`config.mk`:
```
export PLATFORM = sky130hd
export DESIGN_NAME = lcs_current_regs
export DESIGN_NICKNAME = d
export VERILOG_FILES = /design/src/shared/lcs_pkg.sv /design/src/verilog/lcs_flash_timer.sv /design/src/verilog/lcs_current_regs.sv
export SDC_FILE = /design/constraint.sdc
export NUM_CORES = 1
export LEC_CHECK = 0
export BUFFER_PORTS_ARGS = -buffer_cell sky130_fd_sc_hd__buf_2
export CORE_AREA = 2 2 118 120
export CTS_CLUSTER_DIAMETER = 120
export DETAILED_ROUTE_END_ITERATION = 12
export DIE_AREA = 0 0 120 122
export PLACE_DENSITY = 0.54
export SLEW_MARGIN = 30
export SYNTH_ARGS = -nofsm -noshare
export SYNTH_HDL_FRONTEND = slang
export SYNTH_HIERARCHICAL = 1
export SYNTH_SLANG_ARGS = --single-unit
```
`constraint.sdc`:
```
create_clock -name core_clk -period 4.4 [get_ports core_clk]
set_input_delay 0.88 -clock core_clk [delete_from_list [all_inputs] [get_ports core_clk]]
set_output_delay 0.88 -clock core_clk [all_outputs]
set_load 0.01 [all_outputs]
```
`src/shared/lcs_pkg.sv`:
```
// How it works
// - first channel torch code is torch register bits 2 to 0.
// - second channel torch code is bits 5 to 3; bits 7 and 6 unused.
// - torch current per channel is (code+1) times 28.125 mA.
// - both torch codes reset to 010.
// - first channel flash code is flash register bits 3 to 0.
// - second channel flash code is flash register bits 7 to 4.
// - flash current per channel is (code+1) times 56.25 mA.
// - both flash codes reset to 1101.
// - flash timeout code is duration register bits 4 to 0.
// - boost peak current limit code is duration register bits 6 to 5.
// - flash timeout lasts (code+1) times 32 ms.
`default_nettype none
package lcs_pkg;
   localparam logic [7:0] TORCH_ADDR      = 8'ha0;
   localparam logic [7:0] FLASH_ADDR      = 8'hb0;
   localparam logic [7:0] DUR_ADDR        = 8'hc0;
   localparam logic [7:0] TORCH_RST       = 8'h52;
   localparam logic [7:0] FLASH_RST       = 8'hdd;
   localparam logic [7:0] DUR_RST         = 8'h6f;
   localparam logic [7:0] TORCH_MASK      = 8'h3f;
   localparam logic [7:0] FLASH_MASK      = 8'hff;
   localparam logic [7:0] DUR_MASK        = 8'h7f;
   localparam int         CH1_TORCH_LSB   = 0;
   localparam int         CH2_TORCH_LSB   = 3;
   localparam int         CH1_FLASH_LSB   = 0;
   localparam int         CH2_FLASH_LSB   = 4;
   localparam int         TIMEOUT_LSB     = 0;
   localparam int         LIMIT_LSB       = 5;
   localparam int         CLK_HZ          = 40_000_000;
   localparam int         TIMEOUT_STEP_MS = 32;
   localparam int         STEP_CYCLES     = TIMEOUT_STEP_MS * (CLK_HZ / 1000);
   localparam int         STEP_CNT_W      = 21;

   typedef struct packed {
      logic       torch_en;
      logic       flash_en;
      logic [2:0] ch1_torch;
      logic [2:0] ch2_torch;
      logic [3:0] ch1_flash;
      logic [3:0] ch2_flash;
      logic [4:0] timeout_code;
      logic [1:0] peak_limit;
   } lcs_drive_t;

   typedef enum logic [1:0] {
      LCS_IDLE = 2'b01,
      LCS_RUN  = 2'b10
   } lcs_tmr_state_t;
endpackage
`default_nettype wire

```
`src/verilog/lcs_flash_timer.sv`:
```
`default_nettype none
module lcs_flash_timer #(
   parameter int STEP_CYCLES = lcs_pkg::STEP_CYCLES
) (
   input  wire logic       core_clk,
   input  wire logic       srst,
   input  wire logic       ce,
   input  wire logic       flash_req,
   input  wire logic [4:0] timeout_code,
   output logic            flash_active,
   output logic            timeout_pulse
);
   lcs_pkg::lcs_tmr_state_t state, next_state;
   logic [lcs_pkg::STEP_CNT_W-1:0] step_cnt, next_step_cnt;
   logic [4:0] unit_cnt, next_unit_cnt;
   logic [4:0] code_q, next_code_q;
   logic       next_timeout;
   logic       step_end;
   logic       spent, next_spent;

   assign step_end     = step_cnt == lcs_pkg::STEP_CNT_W'(STEP_CYCLES - 1);
   assign flash_active = state == lcs_pkg::LCS_RUN;

   always_comb begin
      next_state    = state;
      next_step_cnt = step_cnt;
      next_unit_cnt = unit_cnt;
      next_code_q   = code_q;
      next_timeout  = 1'b0;
      next_spent    = spent;
      // a finished flash waits for the request to drop before it may run again
      if (!flash_req) begin
         next_spent = 1'b0;
      end
      case (state)
         lcs_pkg::LCS_IDLE: begin
            next_step_cnt = '0;
            next_unit_cnt = '0;
            // code latched at flash start; later writes take effect next flash
            if (flash_req && !spent) begin
               next_state  = lcs_pkg::LCS_RUN;
               next_code_q = timeout_code;
            end
         end
         lcs_pkg::LCS_RUN: begin
            if (!flash_req) begin
               next_state = lcs_pkg::LCS_IDLE;
            end else if (step_end) begin
               next_step_cnt = '0;
               if (unit_cnt == code_q) begin
                  next_state   = lcs_pkg::LCS_IDLE;
                  next_timeout = 1'b1;
                  next_spent   = 1'b1;
               end else begin
                  next_unit_cnt = unit_cnt + 5'h01;
               end
            end else begin
               next_step_cnt = step_cnt + 1'b1;
            end
         end
         default: next_state = lcs_pkg::LCS_IDLE;
      endcase
   end

   always_ff @(posedge core_clk) begin
      if (srst) begin
         state         <= lcs_pkg::LCS_IDLE;
         step_cnt      <= '0;
         unit_cnt      <= '0;
         code_q        <= '0;
         spent         <= 1'b0;
         timeout_pulse <= 1'b0;
      end else if (ce) begin
         state         <= next_state;
         step_cnt      <= next_step_cnt;
         unit_cnt      <= next_unit_cnt;
         code_q        <= next_code_q;
         spent         <= next_spent;
         timeout_pulse <= next_timeout;
      end else begin
         timeout_pulse <= 1'b0;
      end
   end

   // helper: enabled cycles spent running
   logic [31:0] run_len;
   always_ff @(posedge core_clk) begin
      if (srst || !flash_active) begin
         run_len <= '0;
      end else if (ce) begin
         run_len <= run_len + 32'h1;
      end
   end

   a_timeout_length: assert property (@(posedge core_clk) disable iff (srst)
      (ce && flash_active && next_timeout) |->
         run_len + 32'h1 == (32'(code_q) + 32'h1) * 32'(STEP_CYCLES))
      else $error("flash timeout length differs from code");

   a_rearm_blocked: assert property (@(posedge core_clk) disable iff (srst)
      (!flash_active && spent) |=> !flash_active)
      else $error("flash restarted without a new request");
endmodule
`default_nettype wire

```
`src/verilog/lcs_current_regs.sv`:
```
`default_nettype none
module lcs_current_regs #(
   parameter int STEP_CYCLES = lcs_pkg::STEP_CYCLES
) (
   input  wire logic        core_clk,
   input  wire logic        srst,
   input  wire logic        ce,
   input  wire logic [7:0]  reg_addr,
   input  wire logic [7:0]  reg_wdata,
   input  wire logic        reg_wr,
   input  wire logic        reg_rd,
   output logic      [7:0]  reg_rdata,
   input  wire logic        torch_mode_on,
   input  wire logic        flash_mode_on,
   output lcs_pkg::lcs_drive_t drive,
   output logic             flash_timeout
);
   logic [7:0] torch_q, next_torch_q;
   logic [7:0] flash_q, next_flash_q;
   logic [7:0] dur_q, next_dur_q;
   logic [7:0] next_rdata;
   lcs_pkg::lcs_drive_t next_drive;
   logic       flash_active;

   // register file
   always_comb begin
      next_torch_q = torch_q;
      next_flash_q = flash_q;
      next_dur_q   = dur_q;
      if (reg_wr) begin
         case (reg_addr)
            lcs_pkg::TORCH_ADDR: next_torch_q = reg_wdata & lcs_pkg::TORCH_MASK;
            lcs_pkg::FLASH_ADDR: next_flash_q = reg_wdata & lcs_pkg::FLASH_MASK;
            lcs_pkg::DUR_ADDR:   next_dur_q   = reg_wdata & lcs_pkg::DUR_MASK;
            default:             next_torch_q = torch_q;
         endcase
      end
   end

   // read port returns stored fields; unmapped reads give zero
   always_comb begin
      next_rdata = reg_rdata;
      if (reg_rd) begin
         case (reg_addr)
            lcs_pkg::TORCH_ADDR: next_rdata = torch_q;
            lcs_pkg::FLASH_ADDR: next_rdata = flash_q;
            lcs_pkg::DUR_ADDR:   next_rdata = dur_q;
            default:             next_rdata = 8'h00;
         endcase
      end
   end

   always_ff @(posedge core_clk) begin
      if (srst) begin
         torch_q   <= lcs_pkg::TORCH_RST;
         flash_q   <= lcs_pkg::FLASH_RST;
         dur_q     <= lcs_pkg::DUR_RST;
         reg_rdata <= 8'h00;
      end else if (ce) begin
         torch_q   <= next_torch_q;
         flash_q   <= next_flash_q;
         dur_q     <= next_dur_q;
         reg_rdata <= next_rdata;
      end
   end

   lcs_flash_timer #(
      .STEP_CYCLES (STEP_CYCLES)
   ) u_timer (
      .core_clk      (core_clk),
      .srst          (srst),
      .ce            (ce),
      .flash_req     (flash_mode_on),
      .timeout_code  (dur_q[lcs_pkg::TIMEOUT_LSB +: 5]),
      .flash_active  (flash_active),
      .timeout_pulse (flash_timeout)
   );

   // codes go to the analog sources unchanged; the source scales (code+1) per step
   always_comb begin
      next_drive              = '0;
      next_drive.timeout_code = dur_q[lcs_pkg::TIMEOUT_LSB +: 5];
      next_drive.peak_limit   = dur_q[lcs_pkg::LIMIT_LSB +: 2];
      if (torch_mode_on && !flash_active) begin
         next_drive.torch_en  = 1'b1;
         next_drive.ch1_torch = torch_q[lcs_pkg::CH1_TORCH_LSB +: 3];
         next_drive.ch2_torch = torch_q[lcs_pkg::CH2_TORCH_LSB +: 3];
      end
      if (flash_active) begin
         next_drive.flash_en  = 1'b1;
         next_drive.ch1_flash = flash_q[lcs_pkg::CH1_FLASH_LSB +: 4];
         next_drive.ch2_flash = flash_q[lcs_pkg::CH2_FLASH_LSB +: 4];
      end
   end

   always_ff @(posedge core_clk) begin
      if (srst) begin
         drive <= '0;
      end else if (ce) begin
         drive <= next_drive;
      end
   end

   a_torch_reset: assert property (@(posedge core_clk)
      $past(srst) |-> torch_q[5:0] == 6'b010010)
      else $error("torch codes not 010 after reset");

   a_flash_reset: assert property (@(posedge core_clk)
      $past(srst) |-> flash_q == 8'b11011101)
      else $error("flash codes not 1101 after reset");

   a_ch1_torch_map: assert property (@(posedge core_clk) disable iff (srst)
      ($past(ce) && drive.torch_en) |-> drive.ch1_torch == $past(torch_q[2:0]))
      else $error("first channel torch code mismatch");

   a_ch2_torch_map: assert property (@(posedge core_clk) disable iff (srst)
      ($past(ce) && drive.torch_en) |-> drive.ch2_torch == $past(torch_q[5:3]))
      else $error("second channel torch code mismatch");

   // unused bits are dropped on write; only the reset value may set them
   a_torch_unused: assert property (@(posedge core_clk) disable iff (srst)
      (ce && reg_wr && reg_addr == lcs_pkg::TORCH_ADDR) |=> torch_q[7:6] == 2'b00)
      else $error("unused torch bits stored");

   a_ch1_flash_map: assert property (@(posedge core_clk) disable iff (srst)
      ($past(ce) && drive.flash_en) |-> drive.ch1_flash == $past(flash_q[3:0]))
      else $error("first channel flash code mismatch");

   a_ch2_flash_map: assert property (@(posedge core_clk) disable iff (srst)
      ($past(ce) && drive.flash_en) |-> drive.ch2_flash == $past(flash_q[7:4]))
      else $error("second channel flash code mismatch");

   a_dur_fields: assert property (@(posedge core_clk) disable iff (srst)
      ($past(ce) && !$past(srst)) |->
         drive.timeout_code == $past(dur_q[4:0]) && drive.peak_limit == $past(dur_q[6:5]))
      else $error("timeout or limit code mismatch");

   a_mode_gating: assert property (@(posedge core_clk) disable iff (srst)
      ($past(ce) && !$past(torch_mode_on) && !$past(flash_active)) |->
         !drive.torch_en && !drive.flash_en)
      else $error("current applied outside its mode");

   a_read_back: assert property (@(posedge core_clk) disable iff (srst)
      (ce && reg_rd && !reg_wr && reg_addr == lcs_pkg::FLASH_ADDR) |=>
         reg_rdata == $past(flash_q))
      else $error("read does not return stored value");
endmodule
`default_nettype wire

```
==> flow_metrics.tcl <==
set metrics [dict create \
    outcome "complete, no violations" \
    numPortBuffers 54 \
    core_area_um2 13500 \
    max_stage_delay_ns 0.78 \
    slew_headroom 0.435 \
    utilization 0.342 \
    drive_gt1_frac 0.190 \
    yosys_warnings 6 \
    ios 55 \
    crit_fanout 22 \
    synth_ff_type "dfxtp_1" \
    finalCriticalPeriod_ns 2.54 \
    placed_cells 648 \
    setup_tns_ns 0 \
    cts_resized 0 \
    ctsHoldBuffers 0 \
    grt_usage 0.133 \
    vias 3180 \
    start_util 0.291 \
    antennaDiodeCount 0 \
    drt-total-wl_mm 9.29 \
    clock_latency_ns 0.34 \
    hold_class "flop to flop" \
    grt_start_max_net_pins 44 \
    crit_chain "buf_2 > nand4b_1 > a211oi_1 > nand4_1 > xor2_1 > nor2_1" \
    finalPower_uw 1650 \
    drt_iter0_markers 189 \
    hold_viol 0 \
    power_leakage_uw 0.00179 \
    r2r_setup_slack_ns 2.24 \
    dieArea_um2 14600 \
    dr.pass1.iters 4 \
    ant_nets 0 \
    post_cts_buffers 0 \
    overflow 0 \
    instances_no_fill 664 \
    cts-root-buf "clkbuf_16" \
    cpMaxStageDelayCell "a211oi_1" \
    drc_errors 0 \
    die_w_um 120 \
    irDropWorstVdd_mv 0.180 \
    max_freq_mhz 394 \
    syn_inst 433 \
    slew_viol_final 0 \
    post_drt_wl_per_cell_um 14.0 \
    antenna_found_initial 0 \
    required_ns 4.60 \
    path_delay_family "compound AO/OA/AOI/OAI gates" \
    cts_tree "built" \
    syn_area_um2 3930 \
    grt_pass1_vias 3057 \
    grt_pass1_wl_mm 15.2 \
    clkSlewWorstSetupHoldPaths_ns 0.06 \
    criticalPathCategory "input port to flop" \
    via_per_inst 4.79 \
    cts_made_buffers 9 \
    end_kind "flop" \
    syn-num-nets 458 \
    gp_congestion 0.783 \
    maxCapViolations 0 \
    period_share 0.576 \
    worstMarginPinSlew_ns 0.843 \
    clock_sinks 88 \
    synth_edf_count 0 \
    async_flop_share 0 \
    finalClockSkew_ns 0.00610 \
    yosysSeqAreaShare 0.448 \
    cts_htree_levels 3 \
    setup_viol 0 \
    synth_cell_types 53 \
    rsz0062_at_grt "no" \
    pwr_density_cell_nw_per_um2 357 \
    rows 43 \
    hold_slack_ns 0.450 \
    startpoint_type "input port" \
    die_y_um 122 \
    layout.nets 504 \
    clockBufferDepth 2 \
    dp_hpwl_mm 6.82 \
    crit_buf_inv 1 \
    cp.arrival_ns 2.74 \
    synth.avg_cell_area_um2 9.07 \
    ys_seq_elements 88 \
    areaGrowthSynthToFinish_pct 17.6 \
]
-- sequential cells by signal (all words and copies together), names as in the netlist --
name,flops
drive,23
u_timer/step_cnt,21
flash_q,8
reg_rdata,8
dur_q,7
torch_q,7
u_timer/code_q,5
u_timer/unit_cnt,5
u_timer/state,2
u_timer/spent,1
u_timer/timeout_pulse,1
-- synth_stat cells, types with 4 or more instances --
cell | number | area share
clkbuf_1 | 11 | 0.011
a21oi_1 | 26 | 0.033
o21ai_0 | 13 | 0.017
nand2_1 | 24 | 0.023
nand4_1 | 5 | 0.0080
nand3_1 | 35 | 0.045
and3_1 | 5 | 0.0080
nor2_1 | 62 | 0.059
nor4_1 | 4 | 0.0064
mux2i_1 | 36 | 0.092
buf_2 | 5 | 0.0064
a22oi_1 | 7 | 0.013
xnor2_1 | 11 | 0.025
xor2_1 | 10 | 0.022
inv_1 | 7 | 0.0067
dfxtp_1 | 88 | 0.45
nand2b_1 | 28 | 0.045
mux2_2 | 7 | 0.020
-- where the power goes --
part	internal [uW]	switching [uW]	total, uW
Sequential	808	8.06	816
Combinational	43.5	67.5	111
Clock	402	321	723
-- worst register-to-register path: stages (launching register included) --
cell     delay (ns)
dfxtp_1        0.41
ha_1           0.23
nand3_1        0.19
nor4_4         0.41
nand3_1        0.13
nand2_1        0.50
nor2_1         0.14
-- metal layers --
| metal | track usage | routed length [um] | share of wire |
|---|---|---|---|
| met1 | 0.181 | 4630 | 0.50 |
| met2 | 0.196 | 4060 | 0.44 |
| met3 | 0.0318 | 395 | 0.043 |
| met4 | 0.0669 | 203 | 0.022 |
| met5 | 0 | 0 | 0 |
-- final cells by class --
| class | instances | area [um2] |
|---|---|---|
| Timing Repair Buffer | 56 | 285 |
| Clock buffer | 11 | 243 |
| Inverter | 7 | 26.3 |
| Sequential cell | 88 | 1760 |
| Clock inverter | 5 | 40.0 |
| Tap cell | 180 | 225 |
| Multi-Input combinational cell | 317 | 2040 |
| Fill cell | 1396 | 8880 |
-- cells by family (layout without fill, tap and decap cells) --
| group | after synthesis | count (layout) | synth area share |
|---|---|---|---|
| simple gates | 195 | 195 | 0.267 |
| compound gates | 56 | 56 | 0.0879 |
| xor+xnor | 21 | 21 | 0.0468 |
| flops | 88 | 88 | 0.448 |
| fa+ha+maj | 2 | 2 | 0.00637 |
| mux | 43 | 43 | 0.112 |
| buf+inv | 28 | 79 | 0.0322 |
-- cells in the final DEF, fill, tap and decap left out, types with 7 or more instances in the layout --
master / count
dfxtp_1: 88
nor2_1: 62
buf_2: 54
mux2i_1: 36
nand3_1: 35
nand2b_1: 28
a21oi_1: 26
nand2_1: 24
o21ai_0: 13
xnor2_1: 11
xor2_1: 10
clkbuf_16: 9
mux2_2: 7
a22oi_1: 7
inv_1: 7
-- through the flow --
stage               setup slack (ns)  instance area, um2
finish                          1.86                4620
global route                    1.62                4620
CTS                             1.88                4620
detailed placement              1.53                4340
global placement                1.55                4340
floorplan                       2.13                3930
-- path summary, 6_finish.rpt --
check                                    startpoint                   end  cells after the start
worst min-delay path                   reg_rdata[6]          reg_rdata[6]                      2
worst min register to register         reg_rdata[6]          reg_rdata[6]                      2
worst max register to register  u_timer/step_cnt[0]   u_timer/step_cnt[6]                      6
worst max-delay path                             ce  u_timer/step_cnt[13]                      6
Power figures use the tool's default switching activity.
